**src/tlb_test_pkg.sv**
```systemverilog
// shared constants, register layouts and types for the buffer test access block
`default_nettype none

package tlb_test_pkg;

  // register bus geometry
  localparam int ADDR_W = 4;
  localparam int DATA_W = 32;

  // register byte offsets
  localparam logic [ADDR_W-1:0] OFS_COMMAND      = 4'h0;
  localparam logic [ADDR_W-1:0] OFS_PAYLOAD      = 4'h4;
  localparam logic [ADDR_W-1:0] OFS_MACHINE_CTRL = 4'h8;
  localparam logic [ADDR_W-1:0] OFS_PAGE_DIR     = 4'hc;

  // buffer geometry
  localparam int WAYS    = 4;
  localparam int WAY_W   = 2;
  localparam int TAG_W   = 20;
  localparam int PHYS_W  = 20;

  // field positions
  localparam int PAGING_BIT   = 31;
  localparam int PAGE_DIR_LSB = 12;

  // reset values
  localparam logic [DATA_W-1:0] COMMAND_RESET = 32'h0000_0000;
  localparam logic [DATA_W-1:0] PAYLOAD_RESET = 32'h0000_0000;
  localparam logic [TAG_W-1:0]  PAGE_DIR_RESET = 20'h0_0000;
  localparam logic              PAGING_RESET  = 1'b0;
  localparam logic [WAY_W-1:0]  POINTER_RESET = 2'h0;

  // command bit encoding
  typedef enum logic
  {
    CMD_ENTRY_WRITE = 1'b0,
    CMD_LOOKUP      = 1'b1
  } tlb_cmd_t;

  // command register layout, bit 31 down to bit 0
  typedef struct packed
  {
    logic [TAG_W-1:0] linear_tag;
    logic             valid;
    logic             dirty_t;
    logic             dirty_c;
    logic             user_t;
    logic             user_c;
    logic             writable_t;
    logic             writable_c;
    logic [3:0]       rsvd;
    tlb_cmd_t         cmd;
  } command_t;

  // data register layout, bit 31 down to bit 0
  typedef struct packed
  {
    logic [PHYS_W-1:0] phys;
    logic [6:0]        rsvd_hi;
    logic              hit_or_placement_flag;
    logic [WAY_W-1:0]  block_selector;
    logic [1:0]        rsvd_lo;
  } payload_t;

  // one buffer entry
  typedef struct packed
  {
    logic              valid;
    logic [TAG_W-1:0]  tag;
    logic              dirty;
    logic              user;
    logic              writable;
    logic [PHYS_W-1:0] phys;
  } entry_t;

endpackage

`default_nettype wire

```
**src/tlb_test_access.sv**
```systemverilog
// test access port into the paging translation look-aside buffer
//
// Function
// [RULE1] software keeps paging off while using the test registers
// [RULE2] command register write starts entry write (0) or lookup (1)
// [RULE3] entry write allocates entry tagged by linear address, filled from both registers
// [RULE4] lookup loads remaining fields only when exactly one entry matches
// [RULE5] physical address stored on write, returned on lookup hit
// [RULE6] placement flag 1 selects block by selector, 0 uses internal pointer
// [RULE7] lookup sets hit flag 1 on hit, 0 on miss
// [RULE8] valid bit written or read back; page directory write clears all valids
// [RULE9] dirty, user, writable each carried as true/complement pair
// [RULE10] pair 00 misses all, 01 matches 0, 10 matches 1, 11 matches all
// [RULE11] software loads data register before writing command with bit 0
// [RULE12] software writes command with bit 1, then reads both registers
// [RULE13] on miss other fields are indeterminate; trust them only on hit
// [RULE14] command: tag 31:12, valid 11, three pairs 10:5, command bit 0
// [RULE15] data: physical 31:12, low bits hold hit/placement flag and selector
// [RULE16] software writes zero to reserved bits and ignores them
// [RULE17] without an operation, each register reads back its last written value
// [RULE18] lookup matching several entries counts as miss, no field updated
//
// Decided for this implementation: the placing of the registers and the strobed register port.
`default_nettype none

module tlb_test_access
  import tlb_test_pkg::*;
#(
  parameter int SET_BITS = 3
)
(
  input  wire logic              clk_sys,
  input  wire logic              rst,
  input  wire logic [ADDR_W-1:0] addr,
  input  wire logic [DATA_W-1:0] wr_data,
  input  wire logic              wr_en,
  input  wire logic              rd_en,
  output var  logic [DATA_W-1:0] rd_data
);

  localparam int SETS = 1 << SET_BITS;

  // storage and software-visible state
  entry_t              tlb [WAYS][SETS];
  command_t            command;
  payload_t            payload;
  logic                paging_on;
  logic [TAG_W-1:0]    page_dir_base;
  logic [WAY_W-1:0]    place_ptr;

  // decode and operation signals
  command_t            wr_cmd;
  payload_t            wr_payload;
  logic                cmd_sel;
  logic                payload_sel;
  logic                ctrl_sel;
  logic                page_dir_sel;
  logic                write_go;
  logic                lookup_go;
  logic [SET_BITS-1:0] op_set;
  logic [WAYS-1:0]     way_match;
  logic                hit_one;
  logic [WAY_W-1:0]    hit_way;
  entry_t              hit_entry;
  logic [WAY_W-1:0]    wr_way;
  entry_t              new_entry;
  command_t            next_command;

  // set index taken from the low tag bits
  function automatic logic [SET_BITS-1:0] set_of(input logic [TAG_W-1:0] tag);
    set_of = tag[SET_BITS-1:0];
  endfunction

  // true/complement pair acts as match-if-1, match-if-0, both or neither
  function automatic logic attr_match(input logic t, input logic c, input logic x);
    attr_match = (t & x) | (c & ~x);
  endfunction

  // register bus decode
  assign wr_cmd       = command_t'(wr_data);
  assign wr_payload   = payload_t'(wr_data);
  assign cmd_sel      = wr_en && (addr == OFS_COMMAND);
  assign payload_sel  = wr_en && (addr == OFS_PAYLOAD);
  assign ctrl_sel     = wr_en && (addr == OFS_MACHINE_CTRL);
  assign page_dir_sel = wr_en && (addr == OFS_PAGE_DIR);

  // operations fire in the write cycle itself; gated off while paging runs
  assign write_go  = cmd_sel && !paging_on && (wr_cmd.cmd == CMD_ENTRY_WRITE); // [RULE2] [RULE1]
  assign lookup_go = cmd_sel && !paging_on && (wr_cmd.cmd == CMD_LOOKUP);      // [RULE2] [RULE1]
  assign op_set    = set_of(wr_cmd.linear_tag);

  // per-way compare of tag, valid bit and the three attribute pairs
  generate
    for (genvar g = 0; g < WAYS; g++)
    begin : g_match
      assign way_match[g] = tlb[g][op_set].valid == wr_cmd.valid &&
                            tlb[g][op_set].tag == wr_cmd.linear_tag &&
                            attr_match(wr_cmd.dirty_t, wr_cmd.dirty_c,
                                       tlb[g][op_set].dirty) &&       // [RULE10]
                            attr_match(wr_cmd.user_t, wr_cmd.user_c,
                                       tlb[g][op_set].user) &&        // [RULE10]
                            attr_match(wr_cmd.writable_t, wr_cmd.writable_c,
                                       tlb[g][op_set].writable);      // [RULE10]
    end
  endgenerate

  // exactly one match is a hit; several matches count as a miss
  assign hit_one = $onehot(way_match); // [RULE4] [RULE18]

  // encode the matching way
  always_comb
  begin
    hit_way = '0;
    for (int w = 0; w < WAYS; w++)
    begin
      if (way_match[w])
      begin
        hit_way = WAY_W'(w);
      end
    end
  end

  assign hit_entry = tlb[hit_way][op_set];

  // placement: selector when flag set, else the internal pointer
  assign wr_way = payload.hit_or_placement_flag ? payload.block_selector : place_ptr; // [RULE6]

  // new entry built from the data register and the value being written
  always_comb
  begin
    new_entry          = '0;
    new_entry.valid    = wr_cmd.valid;          // [RULE8]
    new_entry.tag      = wr_cmd.linear_tag;     // [RULE3]
    new_entry.dirty    = wr_cmd.dirty_t;        // [RULE9]
    new_entry.user     = wr_cmd.user_t;         // [RULE9]
    new_entry.writable = wr_cmd.writable_t;     // [RULE9]
    new_entry.phys     = payload.phys;          // [RULE5]
  end

  // buffer storage; a page directory write flushes every valid bit
  always_ff @(posedge clk_sys)
  begin
    if (rst)
    begin
      for (int w = 0; w < WAYS; w++)
      begin
        for (int s = 0; s < SETS; s++)
        begin
          tlb[w][s] <= '0;
        end
      end
    end
    else if (page_dir_sel)
    begin
      for (int w = 0; w < WAYS; w++)
      begin
        for (int s = 0; s < SETS; s++)
        begin
          tlb[w][s].valid <= 1'b0; // [RULE8]
        end
      end
    end
    else if (write_go)
    begin
      tlb[wr_way][op_set] <= new_entry; // [RULE3]
    end
  end

  // round-robin pointer advances only when it chose the block
  always_ff @(posedge clk_sys)
  begin
    if (rst)
    begin
      place_ptr <= POINTER_RESET;
    end
    else if (write_go && !payload.hit_or_placement_flag)
    begin
      place_ptr <= place_ptr + 2'h1; // [RULE6]
    end
  end

  // command value stored: reserved bits dropped, attributes from a hit
  always_comb
  begin
    next_command      = wr_cmd;
    next_command.rsvd = '0; // [RULE14]
    if (lookup_go && hit_one)
    begin
      next_command.valid      = hit_entry.valid;     // [RULE8]
      next_command.dirty_t    = hit_entry.dirty;     // [RULE9]
      next_command.dirty_c    = ~hit_entry.dirty;    // [RULE9]
      next_command.user_t     = hit_entry.user;      // [RULE9]
      next_command.user_c     = ~hit_entry.user;     // [RULE9]
      next_command.writable_t = hit_entry.writable;  // [RULE9]
      next_command.writable_c = ~hit_entry.writable; // [RULE9]
    end
  end

  // command register
  always_ff @(posedge clk_sys)
  begin
    if (rst)
    begin
      command <= command_t'(COMMAND_RESET);
    end
    else if (cmd_sel)
    begin
      command <= next_command; // [RULE17] [RULE4]
    end
  end

  // data register; a lookup rewrites it, a miss touches only the flag
  always_ff @(posedge clk_sys)
  begin
    if (rst)
    begin
      payload <= payload_t'(PAYLOAD_RESET);
    end
    else if (payload_sel)
    begin
      payload         <= wr_payload; // [RULE17] [RULE15]
      payload.rsvd_hi <= '0;
      payload.rsvd_lo <= '0;
    end
    else if (lookup_go)
    begin
      payload.hit_or_placement_flag <= hit_one; // [RULE7] [RULE18] [RULE13]
      if (hit_one)
      begin
        payload.phys           <= hit_entry.phys; // [RULE5]
        payload.block_selector <= hit_way;        // [RULE4]
      end
    end
  end

  // paging control bit and page directory base
  always_ff @(posedge clk_sys)
  begin
    if (rst)
    begin
      paging_on     <= PAGING_RESET;
      page_dir_base <= PAGE_DIR_RESET;
    end
    else
    begin
      if (ctrl_sel)
      begin
        paging_on <= wr_data[PAGING_BIT];
      end
      if (page_dir_sel)
      begin
        page_dir_base <= wr_data[DATA_W-1:PAGE_DIR_LSB];
      end
    end
  end

  // read data for one cycle after the strobe, zero otherwise and when unmapped
  always_ff @(posedge clk_sys)
  begin
    if (rst)
    begin
      rd_data <= '0;
    end
    else if (rd_en)
    begin
      unique case (addr)
        OFS_COMMAND:      rd_data <= command;                            // [RULE17]
        OFS_PAYLOAD:      rd_data <= payload;                            // [RULE17]
        OFS_MACHINE_CTRL: rd_data <= {paging_on, 31'h0};
        OFS_PAGE_DIR:     rd_data <= {page_dir_base, 12'h000};
        default:          rd_data <= '0;
      endcase
    end
    else
    begin
      rd_data <= '0;
    end
  end

  // helper state for the checks below
  logic [WAY_W-1:0]    chk_way;
  logic [SET_BITS-1:0] chk_set;
  entry_t              chk_entry;
  logic                any_valid;

  always_ff @(posedge clk_sys)
  begin
    if (rst)
    begin
      chk_way <= '0;
      chk_set <= '0;
    end
    else if (write_go)
    begin
      chk_way <= wr_way;
      chk_set <= op_set;
    end
  end

  assign chk_entry = tlb[chk_way][chk_set];

  always_comb
  begin
    any_valid = 1'b0;
    for (int w = 0; w < WAYS; w++)
    begin
      for (int s = 0; s < SETS; s++)
      begin
        any_valid = any_valid | tlb[w][s].valid;
      end
    end
  end

  a_hit_flag_set: assert property (@(posedge clk_sys) disable iff (rst) // [RULE7]
    lookup_go && hit_one |=> payload.hit_or_placement_flag)
    else $error("lookup hit did not set the hit flag");

  a_miss_keeps_fields: assert property (@(posedge clk_sys) disable iff (rst) // [RULE18]
    lookup_go && !hit_one |=> !payload.hit_or_placement_flag &&
                              $stable(payload.phys) && $stable(payload.block_selector))
    else $error("lookup miss changed data fields or left hit flag set");

  a_hit_returns_phys: assert property (@(posedge clk_sys) disable iff (rst) // [RULE5]
    lookup_go && hit_one |=> payload.phys == $past(hit_entry.phys) &&
                             payload.block_selector == $past(hit_way))
    else $error("lookup hit returned wrong physical address or block");

  a_write_fills_entry: assert property (@(posedge clk_sys) disable iff (rst) // [RULE3]
    write_go |=> chk_entry.tag == $past(wr_cmd.linear_tag) &&
                 chk_entry.phys == payload.phys &&
                 chk_entry.valid == $past(wr_cmd.valid) &&
                 chk_entry.dirty == $past(wr_cmd.dirty_t))
    else $error("entry write stored wrong contents");

  a_placement_select: assert property (@(posedge clk_sys) disable iff (rst) // [RULE6]
    write_go && payload.hit_or_placement_flag |-> wr_way == payload.block_selector)
    else $error("placed write went to the wrong block");

  a_pointer_advance: assert property (@(posedge clk_sys) disable iff (rst) // [RULE6]
    write_go && !payload.hit_or_placement_flag |=> place_ptr == $past(place_ptr) + 2'h1)
    else $error("internal pointer did not advance after unplaced write");

  a_flush_all_valid: assert property (@(posedge clk_sys) disable iff (rst) // [RULE8]
    page_dir_sel |=> !any_valid)
    else $error("page directory write left a valid entry");

  a_paging_blocks_op: assert property (@(posedge clk_sys) disable iff (rst) // [RULE1]
    cmd_sel && paging_on |=> $stable(payload) && $stable(place_ptr))
    else $error("buffer operation ran while paging was on");

  a_readback_command: assert property (@(posedge clk_sys) disable iff (rst) // [RULE17]
    rd_en && addr == OFS_COMMAND |=> rd_data == $past(command))
    else $error("command register read back wrong value");

  a_hit_attr_pair: assert property (@(posedge clk_sys) disable iff (rst) // [RULE9]
    lookup_go && hit_one |=> command.dirty_t == ~command.dirty_c &&
                             command.user_t == ~command.user_c &&
                             command.writable_t == ~command.writable_c)
    else $error("lookup hit reported an inconsistent attribute pair");

  c_lookup_hit: cover property (@(posedge clk_sys) disable iff (rst)
    write_go ##[1:4] lookup_go && hit_one);

  c_lookup_multi: cover property (@(posedge clk_sys) disable iff (rst)
    lookup_go && way_match != '0 && !hit_one);

  c_placed_write: cover property (@(posedge clk_sys) disable iff (rst)
    write_go && payload.hit_or_placement_flag);

  c_flush_then_miss: cover property (@(posedge clk_sys) disable iff (rst)
    page_dir_sel ##[1:8] lookup_go && !hit_one);

endmodule

`default_nettype wire

```
**config.mk**
```make
export PLATFORM = sky130hd
export DESIGN_NAME = tlb_test_access
export DESIGN_NICKNAME = d
export VERILOG_FILES = /design/src/tlb_test_pkg.sv /design/src/tlb_test_access.sv
export SDC_FILE = /design/constraint.sdc
export NUM_CORES = 2
export LEC_CHECK = 0
export ABC_CLOCK_PERIOD_IN_PS = 8300
export BUFFER_PORTS_ARGS = -buffer_cell sky130_fd_sc_hd__clkbuf_2
export CAP_MARGIN = 20
export CORE_MARGIN = 3
export CORE_UTILIZATION = 55
export DETAILED_ROUTE_END_ITERATION = 8
export GPL_ROUTABILITY_DRIVEN = 0
export PLACE_DENSITY = 0.8
export SYNTH_ARGS = -nofsm -noshare
export SYNTH_HDL_FRONTEND = slang
export SYNTH_SLANG_ARGS = --single-unit
```
**constraint.sdc**
```tcl
create_clock -name clk_sys -period 8.3 [get_ports clk_sys]
set_input_delay 0.83 -clock clk_sys [delete_from_list [all_inputs] [get_ports clk_sys]]
set_output_delay 0.83 -clock clk_sys [all_outputs]
set_load 0.01 [all_outputs]
```
After elaboration in Yosys (flattened, before gate mapping). Memory sizes are Yosys's and may differ from the RTL's. Cells that the tools add are included.

Add/subtract/negate cells: 4. Magnitude comparators: 2. Equal/unequal tests: 12. Muxes and demuxes: 73. Bitwise operators: 86. Reductions and logical operators: 34.

Operator list (count): $mux 352 (3); $bmux 44 s3 (5); $mux 44 (11); $reduce_or 352->1 (1); $demux 44 s3 (1); $pmux 32 s4 (1); $eq 20x20->1 (4); $mux 20 (3); $or 1x1->1 (44); $mux 1 (41); $logic_and 1x1->1 (26); $and 1x1->1 (24); $not 1->1 (17); $mux 2 (5); $eq 4x4->1 const B (2); $mux 7 (1); $mux 3 (2); $add 1x1->2 (2); $eq 1x1->1 (4); $eq 4x3->1 const B (1); $ge 4x4->1 const B (1); $logic_not 4->1 (1); $lt 4x1->1 const B (1); $not 3->4 (1); other kinds (7) (9).

Flip-flop bits (word level): 106. RAM bits: 1408. Output and inout bits: 32. Memories kept: 1.

Memory list: tlb (words 4, width 352, read ports 5, clocked after Yosys merged registers in 0, wr ports 4, RTL line tlb_test_access.sv:44) `entry_t tlb [WAYS][SETS];`.

Logic depth before layout (Yosys ltp). An unclocked memory read counts as a cell.

Depth in word-level cells: 20. Gate-level depth with buffers: 31.

Worst setup path after synthesis. OpenSTA, ideal clock, no wires.

Kind: input to register. Start: input port wr_data[14]. End: memory tlb[0][100] (netlist name) (enable). Setup time: 0.503 ns. Arrival time: 6.382 ns. Setup slack: 1.415 ns. Cell stages on the path: 14. Path buffers: 12. Path through: clkbuf_2 buf_4 buf_4 buf_4 buf_2 buf_2 buf_2 buf_2 buf_2 nand2_1 clkbuf_1 clkbuf_1 clkbuf_1 o21ai_0.

RTL lines: start: declaration (RTL line tlb_test_access.sv:35) `input wire logic [DATA_W-1:0] wr_data,`; end: declaration (RTL line tlb_test_access.sv:44).

Worst setup path in the final report.
Start: input port wr_data[12]. End: register payload, in the netlist new_entry[3].

Cells in the longest elaborated chain, start to end: 20. Elaborated cells on any way between the ends: 101. Those cells by class: 3 x add/sub; 9 x eq/ne; 21 x mux; 49 x bitwise; 18 x reduce/logical; 1 x memory.

Ends and longest elaborated chain: branches (longest 20 deep; another with $bmux 44 s3); end signal: assignment (RTL line tlb_test_access.sv:217) `payload <= payload_t'(PAYLOAD_RESET);`; end signal: assignment (RTL line tlb_test_access.sv:221) `payload <= wr_payload;`; end: declaration (RTL line tlb_test_access.sv:46) `payload_t payload;`.

Several ways; the timed one is not identified. The select of a mux whose other input is x is not followed. A chain may end at the register's enable or synchronous reset.

==> results.md <==
* Switching Fraction at 22.8%
* Fmax at 143 MHz
* Psw at 3.70 mW
* Status: completed
* Type of origin of the critical path: primary input
* Dpl ws at 993 ps
* CP endpoint kind: flop
* Async set-reset flop share out of synthesis at 0%
* M1 GR Usage at 42.2%
* Clock power frac at 40.4%
* Worst path max stage delay at 1110 ps
* Crit path max-delay cell type: nor3b_4
* DP HPWL at 132,000 um
* Internal power at 12.5 mW
* IO Pins at 72
* Power Density at 210 nW/um2
* Kind of critical path: in2reg
* H-tree levels at 4
* Die area at 132,000 um2
* Design area at 77,500 um2
* Reg2reg start: tlb[0][109]
* Share of layout cells above drive strength 1 at 12.5%
* Final TNS setup at 0 ps
* Mapped Area at 70,100 um2
* Post-cts gate resize count at 0
* Final setup margin at 1310 ps
* Setup violators final at 0
* Slew at the pin closest to its max-slew limit at 1220 ps
* Iteration-0 DRC Markers at 8,729
* Router iterations before antenna repair at 9
* Die W at 363 um
* Vias per cell at 6.77
* Met2 Use GR at 49.8%
* GR Util All Layers at 33.0%
* Hold-fix buffers, CTS at 0
* Syn Area/Cell at 12.7 um2
* Yosys cell types at 92
* Primary FF master, synth: edfxtp_1
* Fin crit share at 84.2%
* Static Leak at 29.0 nW
* DR DRC count at 0
* CTS root buf: clkbuf_16
* Post-CTS setup buffers at 0
* Fin nets at 5,487
* Initial antenna violation count at 5
* Skew-Pair Late Insertion Delay at 790 ps
* Seq cells post-synth at 1,513
* DP Area at 72,600 um2
* Logic pwr share at 6.4%
* CTS Sinks at 1,513
* IO buf count at 69
* Avg WL per Cell at 30.6 um
* First-pass GRT wire length at 318,000 um
* Largest net degree at the start of global routing at 89
* Total core area at 126,000 um2
* Crit-path max FO at 64
* Most Crowded Layer GR: met2
* RSZ-0062 raised after global routing: no
* Starting Density at 55.6%
* Tot Pwr at 16.2 mW
* Fin crit period at 6990 ps
* Drt total wl at 221,000 um
* Fin Clk Skew at 32.4 ps
* Max-cap violation count at 0
* Gr ovfl total at 0
* Worst setup startpoint: wr_data[12]
* Hold Fails Final Rpt at 0
* Final slew viol count at 0
* Critical path, cell by cell: buf_6 -> nor3b_4 -> a22oi_1 -> o21ai_0 -> xor2_1 -> or4_1 -> nor4_1 -> buf_4 -> fa_1 -> ha_1 -> ha_1 -> nor2_1 -> nand2_1 -> nor2_2 -> o21ai_0 -> a221oi_1 -> nand4_1 -> nor3_1 -> nor4_1
* Post-synth EDFFs at 1,408
* Clock buffer count from CTS at 149
* Ys Warns at 0
* Hold Path Class: in2reg
* Sequential share of the synthesized area at 63.3%
* Syn Inst Count at 5,519
* Rows at 130
* Util after Layout at 61.4%
* Normalized max-slew margin at 18.4%
* Most common cell after layout, fill and taps aside: edfxtp_1
* Detail Route Antenna Nets at 0
* Hold Path Origin: wr_data[4]
* Via count at 48,892
* CTS tree: yes
* Most frequent cells in the layout: edfxtp_1 (1,408), and2_1 (1,238), mux2i_1 (336)
* Maximum vdd drop at 0.216 mV
* Longest Clk Path Bufs at 3
* Met3 Use GR at 9.71%
* Die H at 363 um
* CP required at 8930 ps
* Sequential fraction of design power at 53.3%
* Vias in the first global route at 47,711
* Clock slew seen by the registers of the worst setup and hold paths at 60 ps
* Area delta synth->final at 10.6%
* WP data arrival at 7620 ps
## synth_stat cells, types with 8 or more instances
master	instances	area [um2]
a211oi_1	74	556
a21bo_2	12	120
a21oi_1	223	1120
a221o_1	18	180
a221oi_1	47	412
a22o_1	11	96.3
a22oi_1	116	871
a31oi_1	16	100
and2_1	1238	7740
and3_1	26	163
and4_1	12	105
buf_1	24	90.1
buf_2	67	335
buf_4	23	173
buf_6	8	90.1
clkbuf_1	421	1580
dfxtp_1	105	2100
edfxtp_1	1408	42300
mux2_2	36	405
mux2i_1	336	3360
mux4_2	64	1440
nand2_1	244	916
nand2b_1	10	62.6
nand3_1	43	215
nand3b_1	14	105
nand4_1	36	225
nor2_1	221	830
nor2b_1	9	56.3
nor3_1	131	656
nor4_1	28	175
nor4b_1	8	70.1
o211ai_1	36	270
o21a_1	8	60.1
o21ai_0	169	846
o22ai_1	28	175
o31ai_1	10	75.1
or3_1	21	131
or4_1	12	90.1
xnor2_1	28	245
xor2_1	23	201
## flip-flops by register name, summed over array words and instances, names as in the netlist
signal	flops
command	28
new_entry	20
page_dir_base	20
paging_on	1
payload	3
place_ptr	2
rd_data	31
tlb	1408
## cell families (layout without fill, tap and decap cells)
| group | after synthesis | in the layout | synth area share [%] |
|---|---|---|---|
| and+or+nand+nor | 2103 | 2103 | 17.1 |
| DFF | 1513 | 1513 | 63.3 |
| AOI/OAI and AO/OA | 856 | 856 | 8.09 |
| buffers and inverters | 556 | 547 | 3.31 |
| muxes | 436 | 436 | 7.44 |
| xor gates and xnor gates | 51 | 51 | 0.638 |
| adders and majority gates | 3 | 3 | 0.0643 |
| other | 1 | 58 | 0.00535 |
## per-layer routing
layer / part of all wire (%) / up-vias
met5: 0 / -
met4: 6.9 / 0
met3: 15 / 910
met2: 44 / 4270
met1: 34 / 23755
li1: - / 19957
## worst max-delay path: cells and delay by family
kind	cells	cell delay, ps
xor+xnor	1	120
compound gates	4	1290
fa+ha+maj	3	920
buf+inv	2	830
simple gates	9	3520
## metrics by stage
stage | cells | hold slack, ps
global route | 7210 | 375
detailed placement | 6932 | 443
global placement | 6929 | 437
floorplan | 5567 | 429
CTS | 7197 | 315
finish | 7217 | 357
## cell type report
cell class / count / area (um2)
tap: 1650 / 2060
clock buffer: 195 / 4120
antenna: 9 / 22.5
multi-input combinational: 3498 / 24200
timing repair buffer: 270 / 2120
sequential: 1513 / 44400
inverter: 12 / 46.3
clock inverter: 70 / 519
fill: 9054 / 48600
## power by group through the flow
| stage | sequential (mW) | combinational (mW) | clock, mW |
|---|---|---|---|
| 2_1_floorplan | 8.80 | 0.572 | 0 |
| 3_3_place_gp | 8.80 | 0.955 | 0 |
| 3_5_place_dp | 8.81 | 0.975 | 0 |
| 5_1_grt | 8.67 | 1.05 | 6.87 |
| 6_report | 8.66 | 1.03 | 6.55 |
| 4_1_cts | 8.65 | 0.980 | 6.55 |
## final timing paths
kind,endpoint,slack [ps],depth (start not counted)
max,new_entry[3],1310,19
min,payload[4],360,3
max reg2reg,new_entry[3],2130,19
min reg2reg,rd_data[5],460,1
Power figures use the tool's default switching activity.
